## config.mk

```make
export PLATFORM = sky130hd
export DESIGN_NAME = nvm_access_ctrl
export DESIGN_NICKNAME = d
export VERILOG_FILES = /design/src/rtl/nvm_ctrl_pkg.sv /design/src/rtl/nvm_access_ctrl.sv /design/src/rtl/nvm_cell_engine.sv
export SDC_FILE = /design/constraint.sdc
export NUM_CORES = 1
export LEC_CHECK = 0
export BUFFER_PORTS_ARGS = -buffer_cell sky130_fd_sc_hd__buf_2
export CAP_MARGIN = 20
export CORE_ASPECT_RATIO = 0.6
export CORE_MARGIN = 1.5
export CORE_UTILIZATION = 55
export DETAILED_ROUTE_END_ITERATION = 12
export PLACE_DENSITY = 0.74
export SETUP_SLACK_MARGIN = 0.3
export SYNTH_ARGS = -nofsm -noshare
export SYNTH_HDL_FRONTEND = slang
export SYNTH_SLANG_ARGS = --single-unit
```

## constraint.sdc

```tcl
create_clock -name clk -period 6.1 [get_ports clk]
set_input_delay 1.525 -clock clk [delete_from_list [all_inputs] [get_ports clk]]
set_output_delay 1.525 -clock clk [all_outputs]
set_load 0.01 [all_outputs]
```

## src/rtl/nvm_ctrl_pkg.sv

```systemverilog
package nvm_ctrl_pkg;

   // Register byte offsets on the APB
   localparam logic [7:0] OFS_ADDR = 8'h00;     // Address register
   localparam logic [7:0] OFS_DATA = 8'h04;     // Data register
   localparam logic [7:0] OFS_PTR_LO = 8'h08;   // Pointer low byte
   localparam logic [7:0] OFS_PTR_HI = 8'h0C;   // Pointer high byte
   localparam logic [7:0] OFS_INDIRECT = 8'h10; // Indirect access port
   localparam logic [7:0] OFS_STATUS = 8'h14;   // Flag and power mode

   // Pointer value that selects the control register
   localparam logic [7:0] CTRL_PTR_LO = 8'h40;
   localparam logic [7:0] CTRL_PTR_HI = 8'h01;

   // Control register bit positions
   localparam int BIT_RD_START = 0;
   localparam int BIT_RD_PERMIT = 1;
   localparam int BIT_WR_START = 2;
   localparam int BIT_WR_PERMIT = 3;

   // Status register bit positions
   localparam int BIT_DONE_FLAG = 0;
   localparam int BIT_DONE_IE = 1;
   localparam int BIT_HALT = 2;

   // Array geometry
   localparam int ADDR_W = 6;
   localparam int DEPTH = 64;

   // Reset values
   localparam logic [3:0] CTRL_RST = 4'h0;
   localparam logic [7:0] BYTE_RST = 8'h00;

   // Cell timing
   localparam int CLK_MHZ = 125;
   localparam int READ_NS = 40;
   localparam int WRITE_US = 4;
   localparam int READ_CYC = (READ_NS * CLK_MHZ + 999) / 1000;
   localparam int WRITE_CYC = WRITE_US * CLK_MHZ;
   localparam int CNT_W = 12;

   // Cell operation kinds
   typedef enum logic [1:0] {
      OP_NONE,
      OP_READ,
      OP_WRITE
   } op_kind_t;

   // Request handed to the cell engine
   typedef struct packed {
      op_kind_t kind;
      logic [ADDR_W-1:0] addr;
      logic [7:0] wdata;
   } cell_req_t;

   // Result coming back from the cell engine
   typedef struct packed {
      logic done;
      logic failed;
      op_kind_t kind;
      logic [7:0] rdata;
   } cell_rsp_t;

endpackage
```

## src/rtl/nvm_access_ctrl.sv

```systemverilog
// Operation
// - Halt before completion fails the operation
// - Pointer high zero blocks control access
// - Read permit then read start
// - Poll read start clear, then data
// - Load address, data, permit, then start
// - Poll write start until cleared
// - Zero control write clears permits
// - Read start self-clears, data holds
// - Start ignored without matching permit
// - Write end sets done flag
// - Address six bits, 00 to 3F
`timescale 1ns/1ps
module nvm_access_ctrl (
   input wire logic clk, // System clock
   input wire logic sys_rst, // Synchronous reset, high
   input wire logic psel, // APB select
   input wire logic penable, // APB enable
   input wire logic pwrite, // APB direction
   input wire logic [7:0] paddr, // APB byte address
   input wire logic [31:0] pwdata, // APB write data
   output logic [31:0] prdata, // APB read data
   output logic pready, // APB ready
   output logic pslverr, // APB error
   output logic write_done_irq // Done flag gated by enable
);
   import nvm_ctrl_pkg::*;

   // Software-visible registers; the array itself sits in the engine
   logic [ADDR_W-1:0] nvm_address_reg_q; // Cell address
   logic [7:0] nvm_data_reg_q; // Data byte
   logic [7:0] pointer_low_byte_q; // Pointer low
   logic [7:0] pointer_high_byte_q; // Pointer high
   logic read_permit_q; // Read permit bit
   logic read_start_q; // Read busy bit
   logic write_permit_q; // Write permit bit
   logic write_start_q; // Write busy bit
   logic write_done_flag_q; // Sticky write done
   logic done_ie_q; // Done interrupt enable
   logic halt_q; // Power mode halt request
   cell_req_t req_q; // Start pulse to engine
   cell_rsp_t rsp; // Engine completion

   // Access phase qualifiers
   logic acc;
   logic wr_acc;
   logic ctrl_sel;
   logic [3:0] wctl;
   // Writes act only together with ready, at the end of the access phase
   assign acc = psel && penable;
   assign wr_acc = acc && pwrite;
   // Control register visible only through pointer 01:40
   assign ctrl_sel = (pointer_high_byte_q == CTRL_PTR_HI) && (pointer_low_byte_q == CTRL_PTR_LO);
   assign wctl = pwdata[3:0];

   // Word-address match against a register offset
   // Low two address bits are ignored, each register is one word
   function automatic logic hit(input logic [7:0] a, input logic [7:0] ofs);
      hit = (a[7:2] == ofs[7:2]);
   endfunction

   // Whether an address is mapped
   // Six words are decoded, everything else answers with an error
   function automatic logic mapped(input logic [7:0] a);
      mapped = hit(a, OFS_ADDR) || hit(a, OFS_DATA) || hit(a, OFS_PTR_LO) || hit(a, OFS_PTR_HI)
         || hit(a, OFS_INDIRECT) || hit(a, OFS_STATUS);
   endfunction

   // Control write decode; the pointer must select the control register
   logic ind_wr; // Write that lands in the control register
   assign ind_wr = wr_acc && hit(paddr, OFS_INDIRECT) && ctrl_sel;

   // Busy decode; new starts are refused while this is high
   logic busy; // Any operation in flight
   assign busy = read_start_q || write_start_q;

   // Zero-wait slave; unmapped addresses answer with an error
   // Ready rises in the access phase only, since setup always comes first
   // Error is decided at setup so it stands beside ready in the same cycle
   always_ff @(posedge clk) begin
      if (sys_rst) begin
         pready <= 1'b0;
         pslverr <= 1'b0;
      end else begin
         pready <= psel && !pready;
         pslverr <= psel && !pready && !mapped(paddr);
      end
   end

   // Read data mux, registered for the access edge
   // Captured at setup and again in access; the master takes it with ready
   // Unused bits read zero so software may compare whole words
   always_ff @(posedge clk) begin
      if (sys_rst) begin
         prdata <= '0;
      end else if (psel && !pwrite) begin
         prdata <= '0;
         if (hit(paddr, OFS_ADDR)) prdata[ADDR_W-1:0] <= nvm_address_reg_q;
         if (hit(paddr, OFS_DATA)) prdata[7:0] <= nvm_data_reg_q;
         if (hit(paddr, OFS_PTR_LO)) prdata[7:0] <= pointer_low_byte_q;
         if (hit(paddr, OFS_PTR_HI)) prdata[7:0] <= pointer_high_byte_q;
         // Off-sector pointers read zero through the port
         if (hit(paddr, OFS_INDIRECT) && ctrl_sel) begin
            prdata[3:0] <= {write_permit_q, write_start_q, read_permit_q, read_start_q};
         end
         if (hit(paddr, OFS_STATUS)) begin
            prdata[2:0] <= {halt_q, done_ie_q, write_done_flag_q};
         end
      end
   end

   // Direct byte registers; the data byte also takes read results
   always_ff @(posedge clk) begin
      if (sys_rst) begin
         nvm_address_reg_q <= '0;
         nvm_data_reg_q <= BYTE_RST;
         pointer_low_byte_q <= BYTE_RST;
         pointer_high_byte_q <= BYTE_RST;
      end else begin
         // Address keeps six bits; upper write bits are dropped
         if (wr_acc && hit(paddr, OFS_ADDR) && pready) begin
            nvm_address_reg_q <= pwdata[ADDR_W-1:0];
         end
         // Pointer low byte selects the word within a sector
         if (wr_acc && hit(paddr, OFS_PTR_LO) && pready) begin
            pointer_low_byte_q <= pwdata[7:0];
         end
         // Pointer high byte selects the sector; zero locks control
         if (wr_acc && hit(paddr, OFS_PTR_HI) && pready) begin
            pointer_high_byte_q <= pwdata[7:0];
         end
         // Result from the cell wins; it stays until the next read result or data register write
         if (rsp.done && !rsp.failed && rsp.kind == OP_READ) begin
            nvm_data_reg_q <= rsp.rdata;
         end else if (wr_acc && hit(paddr, OFS_DATA) && pready) begin
            nvm_data_reg_q <= pwdata[7:0];
         end
      end
   end

   // Permit bits; a zero write clears both
   // Permits are written by every control write, start bits or not
   // Clearing a permit does not stop a cycle already running
   always_ff @(posedge clk) begin
      if (sys_rst) begin
         read_permit_q <= CTRL_RST[BIT_RD_PERMIT];
         write_permit_q <= CTRL_RST[BIT_WR_PERMIT];
      end else if (ind_wr && pready) begin
         read_permit_q <= wctl[BIT_RD_PERMIT];
         write_permit_q <= wctl[BIT_WR_PERMIT];
      end
   end

   // Start bits: set only with a permit already held, cleared by hardware
   // The start request is a one-cycle pulse; the engine latches it
   // Address and data are taken at the start edge, later writes leave the cycle alone
   always_ff @(posedge clk) begin
      if (sys_rst) begin
         read_start_q <= CTRL_RST[BIT_RD_START];
         write_start_q <= CTRL_RST[BIT_WR_START];
         req_q <= '0;
      end else begin
         req_q <= '0;
         // Completion clears the matching start bit, clean or failed
         if (rsp.done && rsp.kind == OP_READ) read_start_q <= 1'b0;
         if (rsp.done && rsp.kind == OP_WRITE) write_start_q <= 1'b0;
         // One start at a time; both starts together are ignored
         // Busy blocks a second start so the engine never sees two requests
         if (ind_wr && pready && !busy && !(wctl[BIT_RD_START] && wctl[BIT_WR_START])) begin
            if (wctl[BIT_RD_START] && read_permit_q) begin
               read_start_q <= 1'b1;
               req_q <= '{kind: OP_READ, addr: nvm_address_reg_q, wdata: nvm_data_reg_q};
            end
            if (wctl[BIT_WR_START] && write_permit_q) begin
               write_start_q <= 1'b1;
               req_q <= '{kind: OP_WRITE, addr: nvm_address_reg_q, wdata: nvm_data_reg_q};
            end
         end
      end
   end

   // Status bits; a new done event wins over a software clear
   // Halt stands for idle or sleep entry and aborts work in flight
   // Done flag: writing one clears it, a completion in that cycle keeps it set
   always_ff @(posedge clk) begin
      if (sys_rst) begin
         write_done_flag_q <= 1'b0;
         done_ie_q <= 1'b0;
         halt_q <= 1'b0;
      end else begin
         if (wr_acc && hit(paddr, OFS_STATUS) && pready) begin
            if (pwdata[BIT_DONE_FLAG]) write_done_flag_q <= 1'b0;
            done_ie_q <= pwdata[BIT_DONE_IE];
            halt_q <= pwdata[BIT_HALT];
         end
         if (rsp.done && rsp.kind == OP_WRITE) write_done_flag_q <= 1'b1;
      end
   end

   // Interrupt request output, registered
   // Costs one cycle of latency, but keeps the output glitch free
   always_ff @(posedge clk) begin
      if (sys_rst) begin
         write_done_irq <= 1'b0;
      end else begin
         write_done_irq <= write_done_flag_q && done_ie_q;
      end
   end

   // Cell timing and array
   // Engine owns the array; its contents are not cleared by reset
   nvm_cell_engine u_engine (
      .clk(clk),
      .sys_rst(sys_rst),
      .req(req_q),
      .halt(halt_q),
      .rsp(rsp)
   );

endmodule

```

## src/rtl/nvm_cell_engine.sv

```systemverilog
`timescale 1ns/1ps
module nvm_cell_engine (
   input wire logic clk, // System clock
   input wire logic sys_rst, // Synchronous reset, high
   input wire nvm_ctrl_pkg::cell_req_t req, // One-cycle start request
   input wire logic halt, // Power mode halt request
   output nvm_ctrl_pkg::cell_rsp_t rsp // One-cycle completion
);
   import nvm_ctrl_pkg::*;

   // States of the cell cycle
   typedef enum logic [1:0] {
      ST_IDLE,
      ST_BUSY
   } cell_state_t;

   logic [7:0] mem_q [DEPTH]; // Cell array
   cell_state_t state_q; // Engine state
   cell_req_t cur_q; // Operation in flight
   logic [CNT_W-1:0] cnt_q; // Remaining cycles

   // Cycle count for one operation kind
   function automatic logic [CNT_W-1:0] op_cycles(input op_kind_t k);
      op_cycles = (k == OP_WRITE) ? CNT_W'(WRITE_CYC) : CNT_W'(READ_CYC);
   endfunction

   // Sequencer; a halt mid-cycle aborts without touching the cell
   always_ff @(posedge clk) begin
      if (sys_rst) begin
         state_q <= ST_IDLE;
         cur_q <= '0;
         cnt_q <= '0;
         rsp <= '0;
      end else begin
         rsp <= '0;
         case (state_q)
            ST_IDLE: begin
               if (req.kind != OP_NONE) begin
                  state_q <= ST_BUSY;
                  cur_q <= req;
                  cnt_q <= op_cycles(req.kind);
               end
            end
            ST_BUSY: begin
               if (halt) begin
                  state_q <= ST_IDLE;
                  rsp.done <= 1'b1;
                  rsp.failed <= 1'b1;
                  rsp.kind <= cur_q.kind;
               end else if (cnt_q == CNT_W'(1)) begin
                  state_q <= ST_IDLE;
                  rsp.done <= 1'b1;
                  rsp.kind <= cur_q.kind;
                  rsp.rdata <= (cur_q.kind == OP_WRITE) ? cur_q.wdata : mem_q[cur_q.addr];
               end else begin
                  cnt_q <= cnt_q - CNT_W'(1);
               end
            end
            default: state_q <= ST_IDLE;
         endcase
      end
   end

   // Array update at the end of a clean write; contents survive reset
   always_ff @(posedge clk) begin
      if (!sys_rst && state_q == ST_BUSY && !halt && cnt_q == CNT_W'(1) && cur_q.kind == OP_WRITE) begin
         mem_q[cur_q.addr] <= cur_q.wdata;
      end
   end

endmodule

```

==> summary.txt, run 1 <==
Run status
  – Status: finished, violations left
  – Failing checks: DRC

Synth
  – Seq/Total Area, Yosys: 72.1%
  – Post-synth ARST share: 0%
  – Most instantiated cells after synthesis: edfxtp_1 (512), mux4_2 (141), nor2_1 (138), dfxtp_1 (111), nand2_1 (80)
  – Cells after Synth: 1400
  – Number of flops mapped to enable cells by yosys: 512
  – Post-Syn Area: 0.0244 mm2
  – Register bit total from synthesis: 623
  – Post-synth top flop: edfxtp_1
  – Area leader, netlist: edfxtp_1
  – Yosys top cell area share: 63.0%
  – Top cells by area, synth: edfxtp_1 (63%), mux4_2 (13%), dfxtp_1 (9.1%)
  – Distinct cell type count of the synthesized netlist: 56
  – Synth warn: 0
  – Count leader, synth: edfxtp_1
  – Synth Area per Inst: 17.4 um2

Route
  – Wire length per cell: 26.0 um
  – WL final: 53.5 mm
  – Initial DRC count: 1793
  – DRT Pass-1 Iters: 9
  – DRC: 6
  – Vias: 13000
  – Vias/cell: 6.31
  – Routed Antenna Nets: 0

Power and ir drop
  – Switching Fraction: 19.5%
  – Psw: 0.00156 W
  – Tot Pwr: 0.00797 W
  – Power per standard cell area: 297 mW/mm2
  – Worst IR Drop VDD: 272 uV
  – Clock network fraction of design power: 42.5%
  – Gate power share: 0.6%
  – Sequential Power Share: 56.9%
  – Internal power: 0.00641 W
  – Static Leak: 8.36 nW

Clock tree
  – Clock Tree Buf Depth: 3
  – CTS Root Buffer Type: clkbuf_16
  – CTS hold repair buffers: 0
  – TritonCTS clock tree: yes
  – Post_cts resized: 0
  – Post-CTS Setup Inserts: 0
  – CTS buffer count: 52
  – Clock slew at reported path FFs: 70 ps
  – Worst skew pair latency: 620 ps
  – Clock sink total: 623
  – Htree depth: 2

Floorplan
  – Std cell rows: 59
  – Initial Util: 56.1%
  – Core area: 0.0436 mm2
  – Die Wd: 275 um
  – Die Ht: 166 um
  – Die Area: 0.0457 mm2
  – Io pins: 80

Placed design
  – Pre-CTS setup slack: 1690 ps
  – IO buf count: 29
  – Routability cong.: 0.888
  – Post-DP HPWL: 33.5 mm
  – Placed Instance Area: 0.0250 mm2

Critical path
  – Crit path max-delay family: simple AND/OR/NAND/NOR gates
  – Slowest CP cell: nor2_1
  – Setup crit end kind: flip-flop
  – CP Buf/Inv Count: 1
  – Critical Path, Cell by Cell: buf_2, nand2b_1, nor4_4, nor3b_4, nand3_1, nor2_1
  – Nature of the critical path startpoint: input port
  – Crit path kind: in2reg
  – Biggest cell delay along the critical path: 880 ps
  – Critical Path RT: 6320 ps
  – Worst EP arrival: 4100 ps
  – Worst-path fanout max: 10

STA
  – Setup TNS: 0 ps
  – Pins Over Slew Limit: 0
  – Rel. slew slack: 36.8%
  – Final WS setup: 2220 ps
  – Hold Fails Final Rpt: 0
  – F_max: 0.258 GHz
  – Min cycle time layout: 3880 ps
  – Final worst path period share: 63.6%
  – Setup violators final: 0
  – Clock Skew: 31.9 ps
  – RSZ-0062 raised after global routing: false
  – Worst-Margin Slew: 945 ps

Min path
  – Min-Delay Path Class: reg2reg

Finish
  – Area growth syn-to-layout: 9.76%
  – Nets: 1479
  – Ant diodes: 0
  – Share of cells above drive strength 1: 20.7%
  – Post-layout util: 61.5%
  – Final Instance Area: 0.0268 mm2

GRT
  – Vias in the first global route: 12500
  – Initial antenna violation count: 2
  – Aggregate global-route resource usage: 24.0%
  – Gr ovfl total: 0
  – Global-route wire length before repair: 80.5 mm
  – Largest net degree at the start of global routing: 78

Flow run
  – Number of max-cap violations: 0
==> worst min-delay path, stage by stage, from the launching register on <==
cell and delay (ps):
dfxtp_1 300, nand2_1 50, a21oi_1 50
==> sequential cells by signal, indices dropped and copies added, names as in the netlist, named ones only <==
register,flops
u_engine.mem_q,512
req_q,16
u_engine.cur_q,16
u_engine.cnt_q,12
u_engine.rsp,12
nvm_data_reg_q,8
pointer_high_byte_q,8
pointer_low_byte_q,8
prdata,8
nvm_address_reg_q,6
done_ie_q,1
halt_q,1
pready,1
pslverr,1
read_permit_q,1
read_start_q,1
u_engine.state_q,1
write_done_flag_q,1
write_done_irq,1
write_permit_q,1
write_start_q,1
==> kinds of logic after synthesis <==
kind of cell	Yosys count	synth area share, %
AO/OA/AOI/OAI	132	3.43
XOR/XNOR	5	0.179
adder cells (fa/ha/maj)	2	0.102
buffers and inverters	102	2.25
flip-flops	623	72.1
multiplexers	202	15.6
other	1	0.0154
AND/OR/NAND/NOR	333	6.36
==> per-layer routing <==
layer	track usage, %	vias up	share of wire, %
met5	0	-	0
met4	4.68	0	1.5
met3	6.48	76	12
met2	32.7	648	43
met1	39.0	6710	44
li1	-	5526	-
==> stage by stage <==
stage	hold WS, ps	std cells
2_1_floorplan	417	1423
3_3_place_gp	414	1954
3_5_place_dp	419	1955
4_1_cts	430	2052
5_1_grt	451	2054
6_report	427	2054
==> cells in the final DEF, fill, tap and decap left out, drive strengths merged, types with 3 or more instances in the layout <==
cell        n
o22a        3
conb       24
buf        49
a221oi      4
xor2        3
nor4b       3
nor3       14
nor2b      18
nor4       10
a31oi      11
nand3b      9
mux2i      47
o21ai      22
nand4       3
and2       19
nand2b      9
a222oi      3
o221ai      8
a22oi       6
inv         8
mux4      141
a211oi     13
dfxtp     111
edfxtp    512
nor2      139
a21oi      47
bufinv      5
mux2       14
nand3      17
nand2      80
o22ai       5
clkinv     22
clkinvlp    3
nor3b       3
and3        4
clkbuf     67
==> cell type report <==
class | count | area, um2
Sequential cell | 623 | 17600
Fill cell | 3057 | 16800
Multi-Input combinational cell | 698 | 6350
Clock buffer | 67 | 1420
Tap cell | 579 | 724
Timing Repair Buffer | 49 | 340
Clock inverter | 30 | 310
Inverter | 8 | 30.0
==> path summary, 6_finish.rpt <==
path / startpoint / to / slack [ps] / depth (start not counted)
max: sys_rst / u_engine.mem_q[38][6] / 2220 / 6
min: req_q[0] / u_engine.cur_q[0] / 430 / 2
max reg2reg: u_engine.cnt_q[4] / u_engine.mem_q[38][6] / 2230 / 6
min reg2reg: req_q[0] / u_engine.cur_q[0] / 430 / 2
==> power by group through the flow <==
stage	Clock, W	Sequential, W	Combinational, W
3_5_place_dp	0	0.00463	0.0000444
3_3_place_gp	0	0.00463	0.0000441
6_report	0.00339	0.00453	0.0000454
2_1_floorplan	0	0.00463	0.0000372
4_1_cts	0.00343	0.00453	0.0000446
5_1_grt	0.00358	0.00453	0.0000495
Power figures use the tool's default switching activity.
==> run 2, diff against run 1 <==
- PLACE_DENSITY: 0.74 -> 0.77
- clock period: 6.1 -> 3.4 ns (I/O delays scaled with it)
==> run 2 against run 1 <==
  * The flow still finishes with violations (DRC)
  * Final cell count up 4.2%
  * Core utilization grew 1.8 points
  * Total power up 82%
  * Die area stayed put
  * Largest cell class unchanged
  * Largest power group unchanged
==> summary.txt, run 2 (same netlist as run 1, synthesis figures left out) <==
STA
  – Rel. slew slack: 35.0%
  – Clock Skew: 29.0 ps
  – Worst-Margin Slew: 975 ps
  – Setup TNS: 0 ps
  – Final worst path period share: 87.0%
  – RSZ-0062 raised after global routing: true
  – Hold Fails Final Rpt: 0
  – Min cycle time layout: 2960 ps
  – WHS: 438 ps
  – F_max: 0.338 GHz
  – Setup violators final: 0
  – Pins Over Slew Limit: 0

Run status
  – Status: finished, violations left
  – Failing checks: DRC

Route
  – DRT Pass-1 Iters: 11
  – Initial DRC count: 1773
  – Routed Antenna Nets: 0
  – WL final: 55.7 mm
  – DRC: 2
  – Wire length per cell: 26.0 um
  – Vias/cell: 6.27
  – Vias: 13400

Critical path
  – Crit path max-delay family: simple AND/OR/NAND/NOR gates
  – Slowest CP cell: dfxtp_1
  – Critical Path, Cell by Cell: ha_1, nor4b_2, nand2_1, nor4_4, buf_4, nor3b_4, nand2_2, nor2_1, buf_4
  – Critical Path RT: 3690 ps
  – Flop-to-flop setup slack: 440 ps
  – Worst-path fanout max: 9
  – Setup crit end kind: flip-flop
  – Most used cell, CP: buf_4
  – Nature of the critical path startpoint: flip-flop
  – Biggest cell delay along the critical path: 420 ps
  – Crit path kind: reg2reg
  – Worst EP arrival: 3250 ps
  – CP Buf/Inv Count: 2

Clock tree
  – CTS buffer count: 52
  – Clock slew at reported path FFs: 70 ps
  – Post-CTS Setup Inserts: 0
  – CTS Root Buffer Type: clkbuf_16
  – CTS hold repair buffers: 0
  – Htree depth: 2
  – Clock Tree Buf Depth: 3
  – TritonCTS clock tree: yes
  – Clock sink total: 623
  – Worst skew pair latency: 610 ps
  – Post_cts resized: 0

Floorplan
  – Core area: 0.0436 mm2
  – Die Area: 0.0457 mm2
  – Io pins: 80
  – Initial Util: 56.1%
  – Die Ht: 166 um
  – Std cell rows: 59
  – Die Wd: 275 um

Placed design
  – Post-DP HPWL: 35.2 mm
  – IO buf count: 29
  – Routability cong.: 0.905

Finish
  – Nets: 1566
  – Area growth syn-to-layout: 13.0%
  – Ant diodes: 0
  – Share of cells above drive strength 1: 25.0%
  – Area of the multi-input gates: 0.00639 mm2
  – Register area: 0.0176 mm2
  – Largest regs: u_engine.mem_q: 512 flops, req_q: 16 flops, u_engine.cur_q: 16 flops
  – # fillers: 2952
  – Most flops, register: u_engine.mem_q
  – Commonest non-fill, non-tap cell in the layout: edfxtp_1
  – Most frequent cells in the layout: edfxtp_1 (512), mux4_2 (141), nor2_1 (137)
  – Max FFs per register: 512

Min path
  – Min-Delay Path Class: reg2reg

Power and ir drop
  – Worst IR Drop VDD: 446 uV
  – Power per standard cell area: 525 mW/mm2
  – Static Leak: 8.87 nW

GRT
  – Aggregate global-route resource usage: 24.8%
  – Largest net degree at the start of global routing: 78
  – Vias in the first global route: 13000
  – Initial antenna violation count: 0
  – Gr ovfl total: 0
  – Global-route wire length before repair: 83.2 mm

Flow run
  – Number of max-cap violations: 0
-- run 2: changes by cell type in the layout (fill, tap and decap cells not counted), sizes merged --
cell / delta
inv: +5
clkbuf: -4
clkinv: -5
buf: +87
bufinv: +3
-- run 2: layer usage --
| metal | global-route usage [%] | share of wire, % | up-vias |
|---|---|---|---|
| met5 | 0 | 0 | - |
| met4 | 6.51 | 2.3 | 0 |
| met3 | 7.19 | 11 | 100 |
| met2 | 36.3 | 45 | 743 |
| met1 | 36.9 | 42 | 6875 |
| li1 | - | - | 5695 |
-- run 2: report_power, final --
group,switching [W],internal (W)
logic,0.0000578,0.0000230
registers,0.00000204,0.00813
clock network,0.00272,0.00356
-- run 2: final cells by class --
cell class	instances	share of cell area (%)
timing repair buffer	136	3.80
tap	579	2.63
clock buffer	63	5.10
sequential	623	63.9
multi-input combinational	698	23.2
inverter	8	0.109
clock inverter	33	1.33
-- run 2: worst reg2reg max path: stages, from the launching register on --
cell and delay (ps):
dfxtp_1 420, ha_1 170, nor4b_2 260, nand2_1 150
nor4_4 310, buf_4 240, nor3b_4 300, nand2_2 300
nor2_1 280, buf_4 230
-- run 2: metrics by stage --
step / total power, W / cell area, um2 / worst slack, ps / utilization, % / instances
2_1_floorplan: 0.00837 / 24500 / 633 / - / 1423
3_3_place_gp: 0.00838 / 25700 / 365 / 59.1 / 2042
3_5_place_dp: 0.00838 / 25700 / 273 / 59.1 / 2042
4_1_cts: 0.0146 / 27500 / 218 / 63.2 / 2138
5_1_grt: 0.0148 / 27600 / 249 / 63.3 / 2140
6_report: 0.0145 / 27600 / 442 / 63.3 / 2140
-- run 2: path summary, 6_finish.rpt --
| kind | startpoint | to | cells past startpoint |
|---|---|---|---|
| max reg2reg | u_engine.cnt_q[0] | u_engine.mem_q[20][7] | 9 |
| min reg2reg | req_q[3] | u_engine.cur_q[3] | 2 |
| max | u_engine.cnt_q[0] | u_engine.mem_q[20][7] | 9 |
| min | req_q[3] | u_engine.cur_q[3] | 2 |
==> run 3, diff against run 2 <==
- PLACE_DENSITY: 0.77 -> 0.74
- clock period: 3.4 -> 3.84 ns (I/O delays scaled with it)
==> run 3 against run 2 <==
  * The flow still finishes with violations (DRC)
  * Non-clock buffer count is 9 lower
  * Sequential share of layout area rose by 0.48 points
  * Worst setup slack better by 110 ps
  * Fmax is 10% lower
  * Final cell count decreased by 0.42%
  * Cell area shrank 0.75%
  * Global-route usage is 0.46 points lower
  * Sequential power shrank 11%
  * Worst hold slack worse by 3.5 ps
==> summary.txt, run 3 (same netlist as run 1, synthesis figures left out) <==
Run status
  – Status: finished, violations left
  – Failing checks: DRC

Finish
  – Ant diodes: 0
  – Area growth syn-to-layout: 12.1%
  – Nets: 1557
  – # fillers: 3020
  – Area of the multi-input gates: 0.00636 mm2
  – Share of cells above drive strength 1: 24.7%
  – Max FFs per register: 512
  – Commonest non-fill, non-tap cell in the layout: edfxtp_1
  – Most flops, register: u_engine.mem_q
  – Most frequent cells in the layout: edfxtp_1 (512), mux4_2 (141), nor2_1 (138)
  – Largest regs: u_engine.mem_q: 512 flops, req_q: 16 flops, u_engine.cur_q: 16 flops
  – Register area: 0.0176 mm2
  – Final Instance Area: 0.0274 mm2

STA
  – Pins Over Slew Limit: 0
  – Worst-Margin Slew: 837 ps
  – Rel. slew slack: 43.7%
  – Hold Fails Final Rpt: 0
  – Setup TNS: 0 ps
  – Final WS setup: 552 ps
  – Clock Skew: 40.1 ps
  – RSZ-0062 raised after global routing: false
  – Setup violators final: 0
  – Min cycle time layout: 3290 ps
  – F_max: 0.304 GHz
  – Final worst path period share: 85.6%
  – WHS: 435 ps

Floorplan
  – Initial Util: 56.1%
  – Die Wd: 275 um
  – Die Ht: 166 um
  – Io pins: 80
  – Std cell rows: 59
  – Core area: 0.0436 mm2
  – Die Area: 0.0457 mm2

Clock tree
  – CTS buffer count: 52
  – TritonCTS clock tree: yes
  – Worst skew pair latency: 600 ps
  – Clock Tree Buf Depth: 3
  – Post-CTS Setup Inserts: 0
  – Clock sink total: 623
  – CTS Root Buffer Type: clkbuf_16
  – Clock slew at reported path FFs: 70 ps
  – Htree depth: 2

Flow run
  – Number of max-cap violations: 0

Route
  – Vias/cell: 6.25
  – Vias: 13300
  – WL final: 54.8 mm
  – DRT Pass-1 Iters: 11
  – Initial DRC count: 1985
  – DRC: 6
  – Routed Antenna Nets: 0
  – Wire length per cell: 25.7 um

GRT
  – Initial antenna violation count: 0
  – Aggregate global-route resource usage: 24.4%
  – Gr ovfl total: 0
  – Vias in the first global route: 12900
  – Global-route wire length before repair: 82.1 mm
  – Largest net degree at the start of global routing: 77

Power and ir drop
  – Clock network fraction of design power: 42.4%
  – Static Leak: 8.79 nW
  – Gate power share: 0.6%
  – Psw: 0.00245 W
  – Worst IR Drop VDD: 386 uV
  – Sequential Power Share: 57.0%
  – Switching Fraction: 19.3%
  – Internal power: 0.0102 W
  – Power per standard cell area: 462 mW/mm2

Critical path
  – Biggest cell delay along the critical path: 490 ps
  – CP Buf/Inv Count: 1
  – Crit Reg-Reg Endpoint: u_engine.mem_q[6][6]
  – Critical Path, Cell by Cell: ha_1, nor4b_1, nand2_1, nor4_4, nor3b_4, nand3_1, nor2_1, buf_4
  – Slowest CP cell: nor4_4
  – Worst-path fanout max: 10
  – R2R depth: 8
  – Crit path kind: reg2reg
  – Worst EP arrival: 3590 ps
  – Setup crit end kind: flip-flop
  – Critical R2R Launch: u_engine.cnt_q[0]
  – Nature of the critical path startpoint: flip-flop
  – Flop-to-flop setup slack: 550 ps
  – Critical Path RT: 4140 ps
  – Crit path max-delay family: simple AND/OR/NAND/NOR gates

Min path
  – Hold Path Cell Cnt: 2
  – Worst Min Path Start: req_q[5]
  – Worst hold endpoint: u_engine.cur_q[5]
  – Min-Delay Path Class: reg2reg

Placed design
  – Post-DP HPWL: 35.1 mm
  – Routability cong.: 0.876
  – Pre-CTS setup slack: 490 ps
  – Placed Instance Area: 0.0256 mm2
  – IO buf count: 29
## run 3: cell count changes in the layout (fill, tap and decap cells not counted), moves of 2 or more
cell / delta
nand2_1: +3
buf_4: -5
buf_12: -4
clkinv_2: +11
clkinv_1: -8
clkinvlp_4: -2
clkbuf_16: -2
nand2_2: -3
bufinv_16: -2
## run 3: routing by layer
layer,vias to the layer above,global-route usage [%],wire [um]
met3,80,6.88,5900
met1,6852,38.8,24300
met5,-,0,0
li1,5689,-,-
met2,693,33.6,23500
met4,0,5.23,1090
## run 3: what timing repair did
| action | CTS | global route |
|---|---|---|
| hold buffers | 0 | 0 |
| gates resized for setup | 0 | 1 |
| setup endpoints to repair | 0 | 70 |
## run 3: worst max-delay path by stage
stage	start	endpoint	slack, ps	cells past startpoint
2_1_floorplan	sys_rst	u_engine.mem_q[46][0]	960	6
3_3_place_gp	sys_rst	u_engine.mem_q[6][0]	590	7
4_1_cts	u_engine.cnt_q[4]	u_engine.mem_q[6][6]	480	7
5_1_grt	u_engine.cnt_q[0]	u_engine.mem_q[6][0]	350	8
3_5_place_dp	sys_rst	u_engine.mem_q[6][3]	490	7
6_report	u_engine.cnt_q[0]	u_engine.mem_q[6][6]	550	8
## run 3: layout make-up
| cell class | instances | area share, % |
|---|---|---|
| inverters | 8 | 0.110 |
| repair buffers | 127 | 3.40 |
| flip-flops and latches | 623 | 64.4 |
| well taps | 579 | 2.65 |
| multi-input cells | 698 | 23.2 |
| clock inverters | 32 | 1.20 |
| clock buffers | 64 | 5.05 |
## run 3: metrics by stage
step	std cells	utilization, %	total power [W]
6_report	2131	62.8	0.0126
5_1_grt	2131	62.8	0.0130
4_1_cts	2129	62.8	0.0127
2_1_floorplan	1423	-	0.00741
3_3_place_gp	2033	58.8	0.00742
3_5_place_dp	2033	58.8	0.00742
## run 3: power by group through the flow
stage	Clock (W)	Combinational (W)	Sequential, W
after floorplan	0	0.0000592	0.00735
after global placement	0	0.0000708	0.00735
after detailed placement	0	0.0000711	0.00735
after CTS	0.00542	0.0000715	0.00720
after global routing	0.00568	0.0000800	0.00720
final	0.00537	0.0000730	0.00720
## run 3: worst min-delay path, stage by stage (launching register included)
cell and delay [ps]:
dfxtp_1 300, nand2_1 50, a21oi_1 50
